--- src/rtl/hcr_map.svh ---
// Register offsets, status bit positions and reset values of the handshake block
`ifndef HCR_MAP_SVH
`define HCR_MAP_SVH

`define HCR_ADDR_W      3
`define HCR_OFS_STATUS  3'h0
`define HCR_OFS_COMMAND 3'h0
`define HCR_OFS_PARAM   3'h1
`define HCR_OFS_IMM     3'h2
`define HCR_OFS_RXRES   3'h3
`define HCR_OFS_TXRES   3'h4
`define HCR_OFS_MODE    3'h5
`define HCR_OFS_RXDATA  3'h6
`define HCR_OFS_TXDATA  3'h7

`define HCR_ST_ACTIVE   7
`define HCR_ST_CMD      6
`define HCR_ST_PAR      5
`define HCR_ST_IMM      4
`define HCR_ST_RXSR     3
`define HCR_ST_TXSR     2
`define HCR_ST_RXRDY    1
`define HCR_ST_TXRDY    0

`define HCR_MODE_INTX   0
`define HCR_MODE_RST    8'h00
`define HCR_BYTE_RST    8'h00

`endif

--- src/rtl/hcr_pkg.sv ---
// Types shared by the host command and result handshake block
package hcr_pkg;

    typedef enum logic {
        HCR_PH_IDLE,
        HCR_PH_CMD
    } hcr_phase_t;

    // One result byte offered by the internal processor for one direction
    typedef struct packed {
        logic       load;
        logic       busy;
        logic [7:0] data;
    } hcr_res_t;

    // Command phase events from the internal processor
    typedef struct packed {
        logic cmd_take;
        logic cmd_nopar;
        logic par_take;
        logic par_last;
    } hcr_take_t;

endpackage

--- src/rtl/hcr_flag.sv ---
// Sticky handshake flag where a set in the clear cycle wins
module hcr_flag
(
    input  wire logic clk_i,
    input  wire logic sys_rst_i,
    input  wire logic set_i,
    input  wire logic clr_i,
    output logic      q_o
);

    logic next_q;

    assign next_q = set_i | (q_o & ~clr_i);

    always_ff @(posedge clk_i or posedge sys_rst_i)
    begin
        if (sys_rst_i)
            q_o <= 1'b0;
        else
            q_o <= next_q;
    end
endmodule

--- src/rtl/hcr_chan.sv ---
// One direction: result byte, result-ready flag, service request, data request
`include "hcr_map.svh"

module hcr_chan
    import hcr_pkg::*;
(
    input  wire logic       clk_i,
    input  wire logic       sys_rst_i,
    input  wire logic       int_mode_i,
    input  wire hcr_res_t   res_i,
    input  wire logic       res_read_i,
    input  wire logic       xfer_req_i,
    input  wire logic       host_xfer_i,
    input  wire logic       dma_ack_i,
    output logic [7:0]      res_data_o,
    output logic            ready_o,
    output logic            service_o,
    output logic            dma_req_o
);

    logic pending;

    always_ff @(posedge clk_i or posedge sys_rst_i)
    begin
        if (sys_rst_i)
            res_data_o <= `HCR_BYTE_RST;
        else if (res_i.load)
            res_data_o <= res_i.data;
    end

    always_ff @(posedge clk_i or posedge sys_rst_i)
    begin
        if (sys_rst_i)
            ready_o <= 1'b0;
        else
            ready_o <= res_i.load | (ready_o & ~res_read_i);
    end

    always_ff @(posedge clk_i or posedge sys_rst_i)
    begin
        if (sys_rst_i)
            pending <= 1'b0;
        else
            pending <= xfer_req_i | (pending & ~(host_xfer_i | dma_ack_i));
    end

    // Busy keeps the request up until the last result byte is read
    assign service_o = ready_o | res_i.busy | (pending & int_mode_i);
    assign dma_req_o = pending & ~int_mode_i;

endmodule

--- src/rtl/hcr_handshake.sv ---
// Host command, parameter and result handshake of a serial link controller
//
// Notes on behaviour
// - Command write starts the command phase
// - Last accepted parameter ends the command phase
// - Command held until internal processor takes it
// - Parameter held until internal logic accepts it
// - Immediate result held until host reads it
// - Receive request pin equals status bit
// - Transmit request behaves like receive request
// - Receive result ready until host reads it
// - Transmit result ready until host reads it
// - Both directions run and report concurrently
// - Ready flag tells transfer from completion
// - DMA mode moves data without host accesses
// - Success or error both enter result phase
// - Immediate results only in immediate register
//
// Added by the designer: the placing of the registers and strobed register access.
`include "hcr_map.svh"

module hcr_handshake
    import hcr_pkg::*;
(
    input  wire logic                   clk_i,
    input  wire logic                   sys_rst_i,
    // Register port
    input  wire logic [`HCR_ADDR_W-1:0] addr_i,
    input  wire logic [7:0]             wdata_i,
    input  wire logic                   wr_i,
    input  wire logic                   rd_i,
    output logic [7:0]                  rdata_o,
    // Internal processor, command side
    input  wire hcr_take_t              take_i,
    output logic [7:0]                  cmd_byte_o,
    output logic                        cmd_held_o,
    output logic [7:0]                  par_byte_o,
    output logic                        par_held_o,
    input  wire logic                   imm_load_i,
    input  wire logic [7:0]             imm_data_i,
    // Internal processor, receive direction
    input  wire hcr_res_t               rx_res_i,
    input  wire logic                   rx_xfer_req_i,
    input  wire logic [7:0]             rx_xfer_data_i,
    input  wire logic                   rx_dma_ack_i,
    output logic                        rx_dma_req_o,
    output logic                        rx_service_o,
    // Internal processor, transmit direction
    input  wire hcr_res_t               tx_res_i,
    input  wire logic                   tx_xfer_req_i,
    input  wire logic                   tx_dma_ack_i,
    output logic                        tx_dma_req_o,
    output logic                        tx_service_o,
    output logic [7:0]                  tx_data_o,
    output logic                        tx_data_stb_o,
    output logic                        int_mode_o
);

    //**************************************************************
    // Decode
    //**************************************************************
    logic       wr_cmd;
    logic       wr_par;
    logic       wr_mode;
    logic       wr_txd;
    logic       rd_imm;
    logic       rd_rxres;
    logic       rd_txres;
    logic       rd_rxd;
    logic       phase_end;
    logic       imm_held;
    logic       rx_ready;
    logic       tx_ready;
    logic [7:0] imm_data;
    logic [7:0] rx_res_data;
    logic [7:0] tx_res_data;
    logic [7:0] mode;
    logic [7:0] status;
    logic [7:0] next_rdata;
    hcr_phase_t phase;

    assign wr_cmd   = wr_i && (addr_i == `HCR_OFS_COMMAND);
    assign wr_par   = wr_i && (addr_i == `HCR_OFS_PARAM);
    assign wr_mode  = wr_i && (addr_i == `HCR_OFS_MODE);
    assign wr_txd   = wr_i && (addr_i == `HCR_OFS_TXDATA);
    assign rd_imm   = rd_i && (addr_i == `HCR_OFS_IMM);
    assign rd_rxres = rd_i && (addr_i == `HCR_OFS_RXRES);
    assign rd_txres = rd_i && (addr_i == `HCR_OFS_TXRES);
    assign rd_rxd   = rd_i && (addr_i == `HCR_OFS_RXDATA);

    //**************************************************************
    // Command phase
    //**************************************************************
    // A parameterless command ends the phase when it is taken
    assign phase_end = (take_i.par_take && take_i.par_last)
                     || (take_i.cmd_take && take_i.cmd_nopar);

    // A new command in the ending cycle keeps the phase open
    always_ff @(posedge clk_i or posedge sys_rst_i)
    begin
        if (sys_rst_i)
            phase <= HCR_PH_IDLE;
        else if (wr_cmd)
            phase <= HCR_PH_CMD;
        else if (phase_end)
            phase <= HCR_PH_IDLE;
    end

    // A second command write simply overwrites; the host must avoid it
    always_ff @(posedge clk_i or posedge sys_rst_i)
    begin
        if (sys_rst_i)
            cmd_byte_o <= `HCR_BYTE_RST;
        else if (wr_cmd)
            cmd_byte_o <= wdata_i;
    end

    always_ff @(posedge clk_i or posedge sys_rst_i)
    begin
        if (sys_rst_i)
            par_byte_o <= `HCR_BYTE_RST;
        else if (wr_par)
            par_byte_o <= wdata_i;
    end

    hcr_flag u_cmd_flag
    (
        .clk_i     (clk_i),
        .sys_rst_i (sys_rst_i),
        .set_i     (wr_cmd),
        .clr_i     (take_i.cmd_take),
        .q_o       (cmd_held_o)
    );

    hcr_flag u_par_flag
    (
        .clk_i     (clk_i),
        .sys_rst_i (sys_rst_i),
        .set_i     (wr_par),
        .clr_i     (take_i.par_take),
        .q_o       (par_held_o)
    );

    //**************************************************************
    // Immediate result
    //**************************************************************
    always_ff @(posedge clk_i or posedge sys_rst_i)
    begin
        if (sys_rst_i)
            imm_data <= `HCR_BYTE_RST;
        else if (imm_load_i)
            imm_data <= imm_data_i;
    end

    hcr_flag u_imm_flag
    (
        .clk_i     (clk_i),
        .sys_rst_i (sys_rst_i),
        .set_i     (imm_load_i),
        .clr_i     (rd_imm),
        .q_o       (imm_held)
    );

    //**************************************************************
    // Mode and data transfer
    //**************************************************************
    // Mode bit clear selects DMA requests, set selects interrupts
    always_ff @(posedge clk_i or posedge sys_rst_i)
    begin
        if (sys_rst_i)
            mode <= `HCR_MODE_RST;
        else if (wr_mode)
            mode <= wdata_i;
    end

    assign int_mode_o = mode[`HCR_MODE_INTX];

    always_ff @(posedge clk_i or posedge sys_rst_i)
    begin
        if (sys_rst_i)
            tx_data_o <= `HCR_BYTE_RST;
        else if (wr_txd)
            tx_data_o <= wdata_i;
    end

    always_ff @(posedge clk_i or posedge sys_rst_i)
    begin
        if (sys_rst_i)
            tx_data_stb_o <= 1'b0;
        else
            tx_data_stb_o <= wr_txd;
    end

    //**************************************************************
    // Receive and transmit channels
    //**************************************************************
    // Two independent channels so both directions report at once
    hcr_chan u_rx_chan
    (
        .clk_i       (clk_i),
        .sys_rst_i   (sys_rst_i),
        .int_mode_i  (int_mode_o),
        .res_i       (rx_res_i),
        .res_read_i  (rd_rxres),
        .xfer_req_i  (rx_xfer_req_i),
        .host_xfer_i (rd_rxd),
        .dma_ack_i   (rx_dma_ack_i),
        .res_data_o  (rx_res_data),
        .ready_o     (rx_ready),
        .service_o   (rx_service_o),
        .dma_req_o   (rx_dma_req_o)
    );

    hcr_chan u_tx_chan
    (
        .clk_i       (clk_i),
        .sys_rst_i   (sys_rst_i),
        .int_mode_i  (int_mode_o),
        .res_i       (tx_res_i),
        .res_read_i  (rd_txres),
        .xfer_req_i  (tx_xfer_req_i),
        .host_xfer_i (wr_txd),
        .dma_ack_i   (tx_dma_ack_i),
        .res_data_o  (tx_res_data),
        .ready_o     (tx_ready),
        .service_o   (tx_service_o),
        .dma_req_o   (tx_dma_req_o)
    );

    //**************************************************************
    // Status and read data
    //**************************************************************
    always_comb
    begin
        status                = 8'h00;
        status[`HCR_ST_ACTIVE] = (phase == HCR_PH_CMD);
        status[`HCR_ST_CMD]   = cmd_held_o;
        status[`HCR_ST_PAR]   = par_held_o;
        status[`HCR_ST_IMM]   = imm_held;
        status[`HCR_ST_RXSR]  = rx_service_o;
        status[`HCR_ST_TXSR]  = tx_service_o;
        status[`HCR_ST_RXRDY] = rx_ready;
        status[`HCR_ST_TXRDY] = tx_ready;
    end

    always_comb
    begin
        next_rdata = 8'h00;
        unique case (addr_i)
            `HCR_OFS_STATUS: next_rdata = status;
            `HCR_OFS_IMM:    next_rdata = imm_data;
            `HCR_OFS_RXRES:  next_rdata = rx_res_data;
            `HCR_OFS_TXRES:  next_rdata = tx_res_data;
            `HCR_OFS_MODE:   next_rdata = mode;
            `HCR_OFS_RXDATA: next_rdata = rx_xfer_data_i;
            default:         next_rdata = 8'h00;
        endcase
    end

    always_ff @(posedge clk_i or posedge sys_rst_i)
    begin
        if (sys_rst_i)
            rdata_o <= 8'h00;
        else if (rd_i)
            rdata_o <= next_rdata;
        else
            rdata_o <= 8'h00;
    end
endmodule

--- config.mk ---
export PLATFORM = sky130hd
export DESIGN_NAME = hcr_handshake
export DESIGN_NICKNAME = d
export VERILOG_FILES = /design/src/rtl/hcr_pkg.sv /design/src/rtl/hcr_flag.sv /design/src/rtl/hcr_chan.sv /design/src/rtl/hcr_handshake.sv
export VERILOG_INCLUDE_DIRS = /design/src /design/src/rtl
export SDC_FILE = /design/constraint.sdc
export NUM_CORES = 1
export LEC_CHECK = 0
export ABC_AREA = 1
export BUFFER_PORTS_ARGS = -buffer_cell sky130_fd_sc_hd__buf_2
export CAP_MARGIN = 40
export CORE_MARGIN = 1.5
export CORE_UTILIZATION = 55
export CTS_BUF_LIST = sky130_fd_sc_hd__clkbuf_4
export CTS_CLUSTER_SIZE = 20
export DETAILED_ROUTE_END_ITERATION = 8
export GPL_TIMING_DRIVEN = 0
export PLACE_DENSITY = 0.95
export SETUP_SLACK_MARGIN = 0.4
export SYNTH_ARGS = -nofsm -noshare
export SYNTH_HDL_FRONTEND = slang
export SYNTH_SLANG_ARGS = --single-unit
--- constraint.sdc ---
create_clock -name clk_i -period 3.6 [get_ports clk_i]
set_input_delay 0.72 -clock clk_i [delete_from_list [all_inputs] [get_ports clk_i]]
set_output_delay 0.72 -clock clk_i [all_outputs]
set_load 0.005 [all_outputs]
==> flow_summary_export.csv, run 1 <==
group,metric,value,unit
cts,cts_hold_buf,0,
setup_path,critPathKind,"reg -> out",
detailed_routing,routed_wirelength,8510,µm
global_routing,antenna_found_initial,0,
logic_synthesis,async_reset_ff_share,100,%
cts,cts_resized,0,
final_layout,nNetsFinal,543,
logic_synthesis,yosysWarnings,0,
logic_synthesis,synth-main-ff-cell,"dfrtp_1",
pwr,clkPwrFrac,24.6,%
status,outcome,"completed",
pwr,peakVddDrop,0.339,mV
place,gp_congestion,0.939,
floorplanning,dieArea,0.00645,mm²
pwr,netSwitchingPower,0.531,mW
pwr,power,1.74,mW
sta,rsz0062_at_grt,"false",
final_layout,drive_gt1_share,31.1,%
sta,slew_viol_final,0,
setup_path,worstSetupEndpointType,"primary output",
pwr,p_int,1.21,mW
pwr,p_comb_share,19.0,%
job,cap_violations,0,
sta,fin_crit_sh,54.8,%
logic_synthesis,synth_area,0.00329,mm²
sta,setup_viol,0,
floorplanning,initial_core_util,58.3,%
logic_synthesis,ys_top_cells_by_area,"dfrtp_1 56%, nand2_1 13%, nand4_1 4.6%, o21ai_2 3.7%, inv_1 3.5%",
pwr,p_leak,2.18,nW
detailed_routing,final_antenna_net_count,0,
place,io_buffer_count,97,
cts,cts-buffers-inserted,9,
cts,worstSkewPairLatency,410,ps
logic_synthesis,synth_edf_count,0,
floorplanning,die-height,80.3,µm
setup_path,cp_top_family,"flip-flops",
final_layout,final_util,70.8,%
detailed_routing,drc,0,
global_routing,grt_max_degree,46,
sta,fmax,507,MHz
setup_path,worstPathBufferInverterCount,1,
global_routing,grt_pass1_wl,13700,µm
floorplanning,ios,100,
floorplanning,core_area,0.00564,mm²
setup_path,path_common_cell,"nand2_1",
sta,hold_viol_final,0,
detailed_routing,num_vias,3015,
logic_synthesis,syn-num-nets,434,
setup_path,crit_required,2880,ps
detailed_routing,initialDrtViolationCount,286,
sta,maxSlewHeadroom,74.0,%
cts,cts_max_level,3,
global_routing,grt_pass1_vias,2901,
global_routing,overflow,0,
sta,finalClockSkew,12.5,ps
logic_synthesis,synthCells,374,
floorplanning,die_w,80.3,µm
setup_path,cp_slowest_cell,"dfrtp_1",
sta,whs,274,ps
pwr,seqPwrFrac,56.4,%
final_layout,final_cell_mix,"117 x nand2_1, 104 x buf_2, 73 x dfrtp_1",
logic_synthesis,synth_area_leader_cell,"dfrtp_1",
pwr,powerDensity,436,mW/mm²
cts,clock_sinks,73,
logic_synthesis,avgSynthCellArea,8.79,µm²
setup_path,crit_chain,"nand2_1 -> nand2_1 -> buf_2",
cts,cts_tree,"built",
detailed_routing,dr.pass1.iters,5,
cts,cts-root-buf,"clkbuf_4",
setup_path,start_kind,"flop",
sta,period_minus_slack,1970,ps
setup_path,max_stage_delay,510,ps
pwr,power_switching_share,30.5,%
logic_synthesis,synth_seq_area_share,55.6,%
cts,cts_setup_buffers,0,
logic_synthesis,synth_top_area_share,55.6,%
sta,final.setup.tns,0,ps
detailed_routing,vias_per_cell,5.38,
global_routing,grt_util_all_layers,28.6,%
final_layout,n_antenna_cell,0,
final_layout,layout_commonest_cell,"nand2_1",
cts,clk_pin_slew,120,ps
setup_path,crit_arrival,1250,ps
sta,tightest_slew,389,ps
setup_path,worstPathMaxFanout,7,
min_path,hold_path_class,"in -> async",
final_layout,area_growth,21.5,%
place,place_hpwl,6440,µm
logic_synthesis,synth-seq-cells,73,
detailed_routing,wire_per_inst,15.2,µm
floorplanning,fp-row-count,27,
logic_synthesis,synth_cell_type_count,25,
cts,clock_path_buffers,2,
power by group through the flow:
| stage | logic, mW | clock network [mW] | registers (mW) |
|---|---|---|---|
| floorplan | 0.175 | 0 | 0.989 |
| global placement | 0.312 | 0 | 0.991 |
| detailed placement | 0.332 | 0 | 0.995 |
| CTS | 0.333 | 0.433 | 0.981 |
| global route | 0.374 | 0.469 | 0.991 |
| finish | 0.330 | 0.428 | 0.983 |
worst register-to-register path, stage by stage, from the launching register on:
cell and delay [ps]:
dfrtp_1 510, nand2_1 80, nand2_1 110, nand2_1 70
nand2_1 80, inv_1 50, a21oi_1 150
worst paths after layout:
kind	startpoint	end	slack (ps)	depth (start not counted)
min	sys_rst_i	rdata_o[7]$_DFF_PP0_	270	2
max	mode[0]$_DFFE_PP0P_	tx_service_o	1630	3
min in group clk_i	take_i[3]	u_cmd_flag.q_o$_DFF_PP0_	480	2
max reg2reg	mode[0]$_DFFE_PP0P_	rdata_o[3]$_DFF_PP0_	2480	6
min reg2reg	cmd_byte_o[1]$_DFFE_PP0P_	cmd_byte_o[1]$_DFFE_PP0P_	490	2
max in group asynchronous	sys_rst_i	mode[1]$_DFFE_PP0P_	2770	3
logic make-up after synthesis:
kind of cell	after synthesis	synth area share, %
buffers and inverters	54	7.99
DFF	73	55.6
AOI/OAI and AO/OA	59	10.9
and+or+nand+nor	188	25.6
routing by layer:
metal	vias to the layer above	share of wire [%]	track usage [%]
li1	1431	-	-
met1	1392	38	34.6
met2	167	50	48.0
met3	25	9.9	8.75
met4	0	2.4	10.9
met5	-	0	0
stage by stage:
| stage | worst slack [ps] | area (µm²) | std cells |
|---|---|---|---|
| finish | 1630 | 4000 | 560 |
| floorplan | 1030 | 3290 | 374 |
| CTS | 1620 | 4000 | 560 |
| global placement | 338 | 3860 | 543 |
| detailed placement | 1730 | 3890 | 544 |
| global route | 1570 | 4000 | 560 |
cell usage after synthesis (4+ instances only):
cell type and instances:
clkbuf_1 4, o21ai_0 23, dfrtp_1 73, buf_6 6, nand2_1 117, a21oi_1 8
nand3_1 17, o21ai_2 14, nand4_1 24, nor2_1 22, inv_1 31, o21ai_1 10
buf_2 7
cell type report:
| cell class | instances | area (µm²) |
|---|---|---|
| Sequential cell | 73 | 1830 |
| Fill cell | 430 | 1650 |
| Multi-Input combinational cell | 247 | 1200 |
| Timing Repair Buffer | 98 | 505 |
| Inverter | 36 | 140 |
| Buffer | 18 | 125 |
| Tap cell | 72 | 90.1 |
| Clock buffer | 10 | 75.1 |
| Clock inverter | 6 | 35.0 |
flip-flops by register name, indices dropped and copies added (netlist names), 8 cells and up:
register              flops
mode                      8
u_rx_chan.res_data_o      8
u_tx_chan.res_data_o      8
par_byte_o                8
rdata_o                   8
cmd_byte_o                8
imm_data                  8
tx_data_o                 8
Power figures use the tool's default switching activity.
==> inputs of run 2 (changes only) <==
- CORE_UTILIZATION: 55 -> 48
- PLACE_DENSITY: 0.95 -> 0.88
- clock period: 3.6 -> 1.7 ns (I/O delays scaled with it)
==> run 2 against run 1 <==
  * The run now ends with hold timing left
  * Critical path type unchanged
  * Clock power rose to 2.6 times the previous value
  * Clock-buffer cell count down 1
  * Setup slack worse by 1500 ps
  * Routed wire length down 0.69%
==> flow_summary_export.csv, run 2 (synthesis results as in run 1) <==
group,metric,value,unit
cts,clk_pin_slew,140,ps
global_routing,grt_util_all_layers,24.4,%
cts,worstSkewPairLatency,440,ps
pwr,powerDensity,955,mW/mm²
setup_path,critPathKind,"reg -> out",
cts,cts_hold_buf,0,
floorplanning,ios,100,
detailed_routing,initialDrtViolationCount,205,
sta,fmax,630,MHz
detailed_routing,drc,0,
setup_path,crit_arrival,1250,ps
detailed_routing,routed_wirelength,8460,µm
sta,setup_viol,0,
detailed_routing,vias_per_cell,5.19,
place,place_hpwl,6170,µm
sta,whs,-2.82,ps
cts,clock_path_buffers,2,
cts,cts_tree,"built",
min_path,hold_path_class,"in -> async",
place,gp_congestion,0.965,
sta,finalClockSkew,19.3,ps
sta,rsz0062_at_grt,"true",
final_layout,drive_gt1_share,34.4,%
cts,cts-buffers-inserted,9,
setup_path,start_kind,"flop",
global_routing,grt_pass1_wl,13700,µm
sta,fin_crit_sh,93.4,%
detailed_routing,dr.pass1.iters,4,
status,outcome,"finished, violations left",
final_layout,multi_input_area,0.00121,mm²
sta,tightest_slew,725,ps
pwr,p_leak,2.26,nW
floorplanning,die_w,85.8,µm
place,io_buffer_count,97,
sta,setup_ws,112,ps
status,failed_checks,"hold timing",
sta,final.setup.tns,0,ps
sta,slew_viol_final,0,
sta,maxSlewHeadroom,51.5,%
final_layout,final_util,64.2,%
global_routing,overflow,0,
detailed_routing,wire_per_inst,14.6,µm
setup_path,crit_required,1360,ps
detailed_routing,num_vias,3010,
job,cap_violations,0,
floorplanning,initial_core_util,50.6,%
detailed_routing,final_antenna_net_count,0,
cts,clock_sinks,73,
floorplanning,die-height,85.8,µm
global_routing,grt_max_degree,42,
final_layout,layout_commonest_cell,"nand2_1",
floorplanning,dieArea,0.00736,mm²
pwr,peakVddDrop,0.610,mV
setup_path,worstSetupEndpointType,"primary output",
floorplanning,core_area,0.00649,mm²
setup_path,worstPathMaxFanout,7,
final_layout,final_cell_mix,"113 x nand2_1, 103 x buf_2, 72 x dfrtp_1",
global_routing,grt_pass1_vias,2967,
final_layout,area_growth,26.8,%
final_layout,nNetsFinal,558,
cts,cts_max_level,3,
sta,period_minus_slack,1590,ps
global_routing,antenna_found_initial,0,
cts,cts-root-buf,"clkbuf_4",
final_layout,seqCellArea,0.00183,mm²
sta,hold_viol_final,12,
final_layout,fillers,536,
place,dp_worst_setup_slack,164,ps
floorplanning,fp-row-count,29,
final_layout,n_antenna_cell,0,
-- run 2: cell types whose count changed in the layout (fill, tap and decap cells not counted), sizes merged --
cell	delta
clkinvlp	+1
buf	+15
inv	+1
clkinv	-2
bufinv	+1
clkbuf	-1
-- run 2: area by class of cell --
cell class | count | area share [%]
Clock buffer | 9 | 1.62
Inverter | 36 | 3.39
Timing Repair Buffer | 113 | 15.0
Multi-Input combinational cell | 247 | 29.0
Tap cell | 77 | 2.31
Buffer | 18 | 3.00
Clock inverter | 7 | 1.86
Sequential cell | 73 | 43.8
-- run 2: through the flow --
step           hold slack (ps)  area, µm²  total power, mW  cells
2_1_floorplan              432       3290             2.47    374
3_3_place_gp               461       3870             2.77    548
3_5_place_dp               462       3890             2.80    549
4_1_cts                   7.00       4120             3.97    574
5_1_grt                   52.8       4170             4.19    580
6_report                 -2.82       4170             3.98    580
-- run 2: path summary, 6_finish.rpt --
kind,startpoint,end,slack (ps),cells after the start
hold / removal,sys_rst_i,imm_data[7]$_DFFE_PP0P_,-3,2
max in group asynchronous,sys_rst_i,mode[2]$_DFFE_PP0P_,1060,3
hold reg to reg,u_tx_chan.res_data_o[3]$_DFFE_PP0P_,u_tx_chan.res_data_o[3]$_DFFE_PP0P_,490,2
setup reg to reg,mode[0]$_DFFE_PP0P_,rdata_o[2]$_DFF_PP0_,430,8
setup / recovery,mode[0]$_DFFE_PP0P_,rx_service_o,110,3
min in group clk_i,tx_dma_ack_i,u_tx_chan.pending$_DFF_PP0_,70,2
-- run 2: timing repair --
action / CTS / global route
setup endpoints to repair: 33 / 37
resized for setup: 6 / 0
buffers inserted: 9 / 6
pin swaps: 5 / 2
-- run 2: routing by layer --
| layer | global-route usage [%] | up-vias | wire length (µm) |
|---|---|---|---|
| li1 | - | 1460 | - |
| met1 | 30.8 | 1400 | 3570 |
| met2 | 38.4 | 131 | 3910 |
| met3 | 6.64 | 19 | 743 |
| met4 | 13.2 | 0 | 231 |
| met5 | 0 | - | 0 |
-- run 2: critical path: stages, from the launching register on --
cell and delay [ps]:
dfrtp_2 500, nand2_2 110, nand2_2 60, buf_2 130
-- run 2: report_power, final --
| group | switching, mW | leakage [nW] | internal (mW) |
|---|---|---|---|
| combinational | 0.407 | 1.28 | 0.358 |
| sequential | 0.129 | 0.904 | 1.95 |
| clock | 0.673 | 0.0785 | 0.461 |
==> inputs of run 3 (changes only) <==
- RECOVER_POWER: unset -> 100
==> run 3 against run 2 <==
  * The run ends with capacitance limit left
  * Global-route usage is the same
  * Worst hold slack better by 75 ps
  * Clock power is essentially flat
  * Combinational power shrank 7.7%
  * Setup slack got worse by 8.1 ps
  * Maximum frequency down 0.51%
  * Cell area decreased by 2.8%
  * Utilization down 1.8 points
  * Clock-buffer cell count stayed put
  * Cell count unchanged
  * Critical endpoint is now tx_service_o
  * Largest power group unchanged
==> flow_summary_export.csv, run 3 (synthesis results as in run 1) <==
group,metric,value,unit
place,place_hpwl,6170,µm
sta,fin_crit_sh,93.9,%
final_layout,drive_gt1_share,25.6,%
floorplanning,die-height,85.8,µm
min_path,hold_path_class,"in -> reg",
detailed_routing,wire_per_inst,14.5,µm
floorplanning,dieArea,0.00736,mm²
min_path,hold_path_depth,2,
setup_path,regToRegSetupSlack,410,ps
pwr,p_leak,2.15,nW
final_layout,final_cell_mix,"116 x nand2_1, 77 x buf_2, 72 x dfrtp_1",
detailed_routing,num_vias,3028,
cts,clock_sinks,73,
cts,worstSkewPairLatency,440,ps
setup_path,crit_required,1360,ps
place,gp_congestion,0.965,
final_layout,fillers,577,
final_layout,nNetsFinal,558,
sta,setup_viol,0,
global_routing,grt_util_all_layers,24.4,%
detailed_routing,vias_per_cell,5.22,
global_routing,grt_pass1_wl,13700,µm
final_layout,n_antenna_cell,0,
floorplanning,fp-row-count,29,
setup_path,crit_start,"mode[0]$_DFFE_PP0P_",
sta,tightest_slew,1470,ps
setup_path,worstSetupEndpointType,"primary output",
place,io_buffer_count,97,
cts,cts-root-buf,"clkbuf_4",
final_layout,final_util,62.4,%
floorplanning,ios,100,
detailed_routing,dr.pass1.iters,5,
setup_path,rr_startpoint,"mode[0]$_DFFE_PP0P_",
sta,maxSlewHeadroom,1.79,%
sta,hold_viol_final,0,
global_routing,antenna_found_initial,0,
final_layout,area_growth,23.3,%
sta,final.setup.tns,0,ps
sta,finalClockSkew,20.9,ps
floorplanning,die_w,85.8,µm
global_routing,overflow,0,
cts,cts_tree,"built",
setup_path,worstPathMaxFanout,7,
sta,period_minus_slack,1600,ps
global_routing,grt_pass1_vias,2967,
setup_path,rr_worst_depth,8,
detailed_routing,routed_wirelength,8430,µm
setup_path,critPathKind,"reg -> out",
detailed_routing,initialDrtViolationCount,275,
cts,cts_hold_buf,0,
sta,rsz0062_at_grt,"true",
cts,cts_max_level,3,
floorplanning,initial_core_util,50.6,%
cts,clock_path_buffers,2,
setup_path,start_kind,"flop",
detailed_routing,drc,0,
detailed_routing,final_antenna_net_count,0,
pwr,powerDensity,966,mW/mm²
final_layout,layout_commonest_cell,"nand2_1",
pwr,peakVddDrop,0.603,mV
status,outcome,"finished, violations left",
setup_path,crit_arrival,1260,ps
setup_path,worst_r2r_endpoint,"rdata_o[2]$_DFF_PP0_",
setup_path,critPathCapture,"tx_service_o",
cts,clk_pin_slew,130,ps
global_routing,grt_max_degree,42,
status,failed_checks,"capacitance limit",
floorplanning,core_area,0.00649,mm²
sta,fmax,626,MHz
sta,slew_viol_final,0,
final_layout,multi_input_area,0.00114,mm²
cts,cts-buffers-inserted,9,
final_layout,seqCellArea,0.00183,mm²
job,cap_violations,1,
## run 3: where the power goes
part           internal, mW  total, mW  leakage, nW  switching (mW)
combinational         0.319      0.706         1.17           0.387
clock                 0.461       1.13       0.0785           0.667
sequential             1.95       2.08        0.904           0.128
total                  2.73       3.91         2.15            1.18
## run 3: cell type report
type	instances	share of cell area (%)
flip-flops and latches	73	45.1
well taps	77	2.38
repair buffers	113	14.8
clock inverters	7	1.91
inverters	36	3.43
clock buffers	9	1.67
plain buffers	18	2.56
multi-input cells	247	28.2
## run 3: metal layers
layer | part of all wire [%] | up-vias | global-route usage, %
met4 | 3.3 | 0 | 13.2
met5 | 0 | - | 0
met3 | 9.0 | 23 | 6.64
li1 | - | 1462 | -
met2 | 46 | 146 | 38.4
met1 | 42 | 1397 | 30.8
## run 3: worst min path at each step
stage                                   startpoint                                   to  slack [ps]
6_report                              tx_dma_ack_i          u_tx_chan.pending$_DFF_PP0_          70
5_1_grt                               tx_dma_ack_i          u_tx_chan.pending$_DFF_PP0_          60
4_1_cts                                  sys_rst_i              imm_data[7]$_DFFE_PP0P_           7
3_5_place_dp   u_tx_chan.res_data_o[3]$_DFFE_PP0P_  u_tx_chan.res_data_o[3]$_DFFE_PP0P_         460
3_3_place_gp   u_tx_chan.res_data_o[4]$_DFFE_PP0P_  u_tx_chan.res_data_o[4]$_DFFE_PP0P_         460
2_1_floorplan                        rx_xfer_req_i          u_rx_chan.pending$_DFF_PP0_         430
## run 3: critical path, cell delays in order (launching register included)
cell     delay [ps]
dfrtp_2         500
nand2_1         130
nand2_2          80
buf_6           120
## run 3: per-stage QoR
step / instances / instance area (µm²) / total power [mW] / setup slack, ps / hold WS (ps)
after global placement: 548 / 3870 / 2.77 / 89.2 / 461
final: 580 / 4050 / 3.91 / 104 / 71.9
after floorplan: 374 / 3290 / 2.47 / 521 / 432
after detailed placement: 549 / 3890 / 2.80 / 164 / 462
after global routing: 580 / 4050 / 4.13 / 57.3 / 63.8
after CTS: 574 / 4120 / 3.97 / 114 / 7.00
## run 3: repair_timing
item,in CTS,in global routing
pin swaps,5,2
setup buffers,9,6
resized for setup,6,0
setup endpoints to repair,33,37
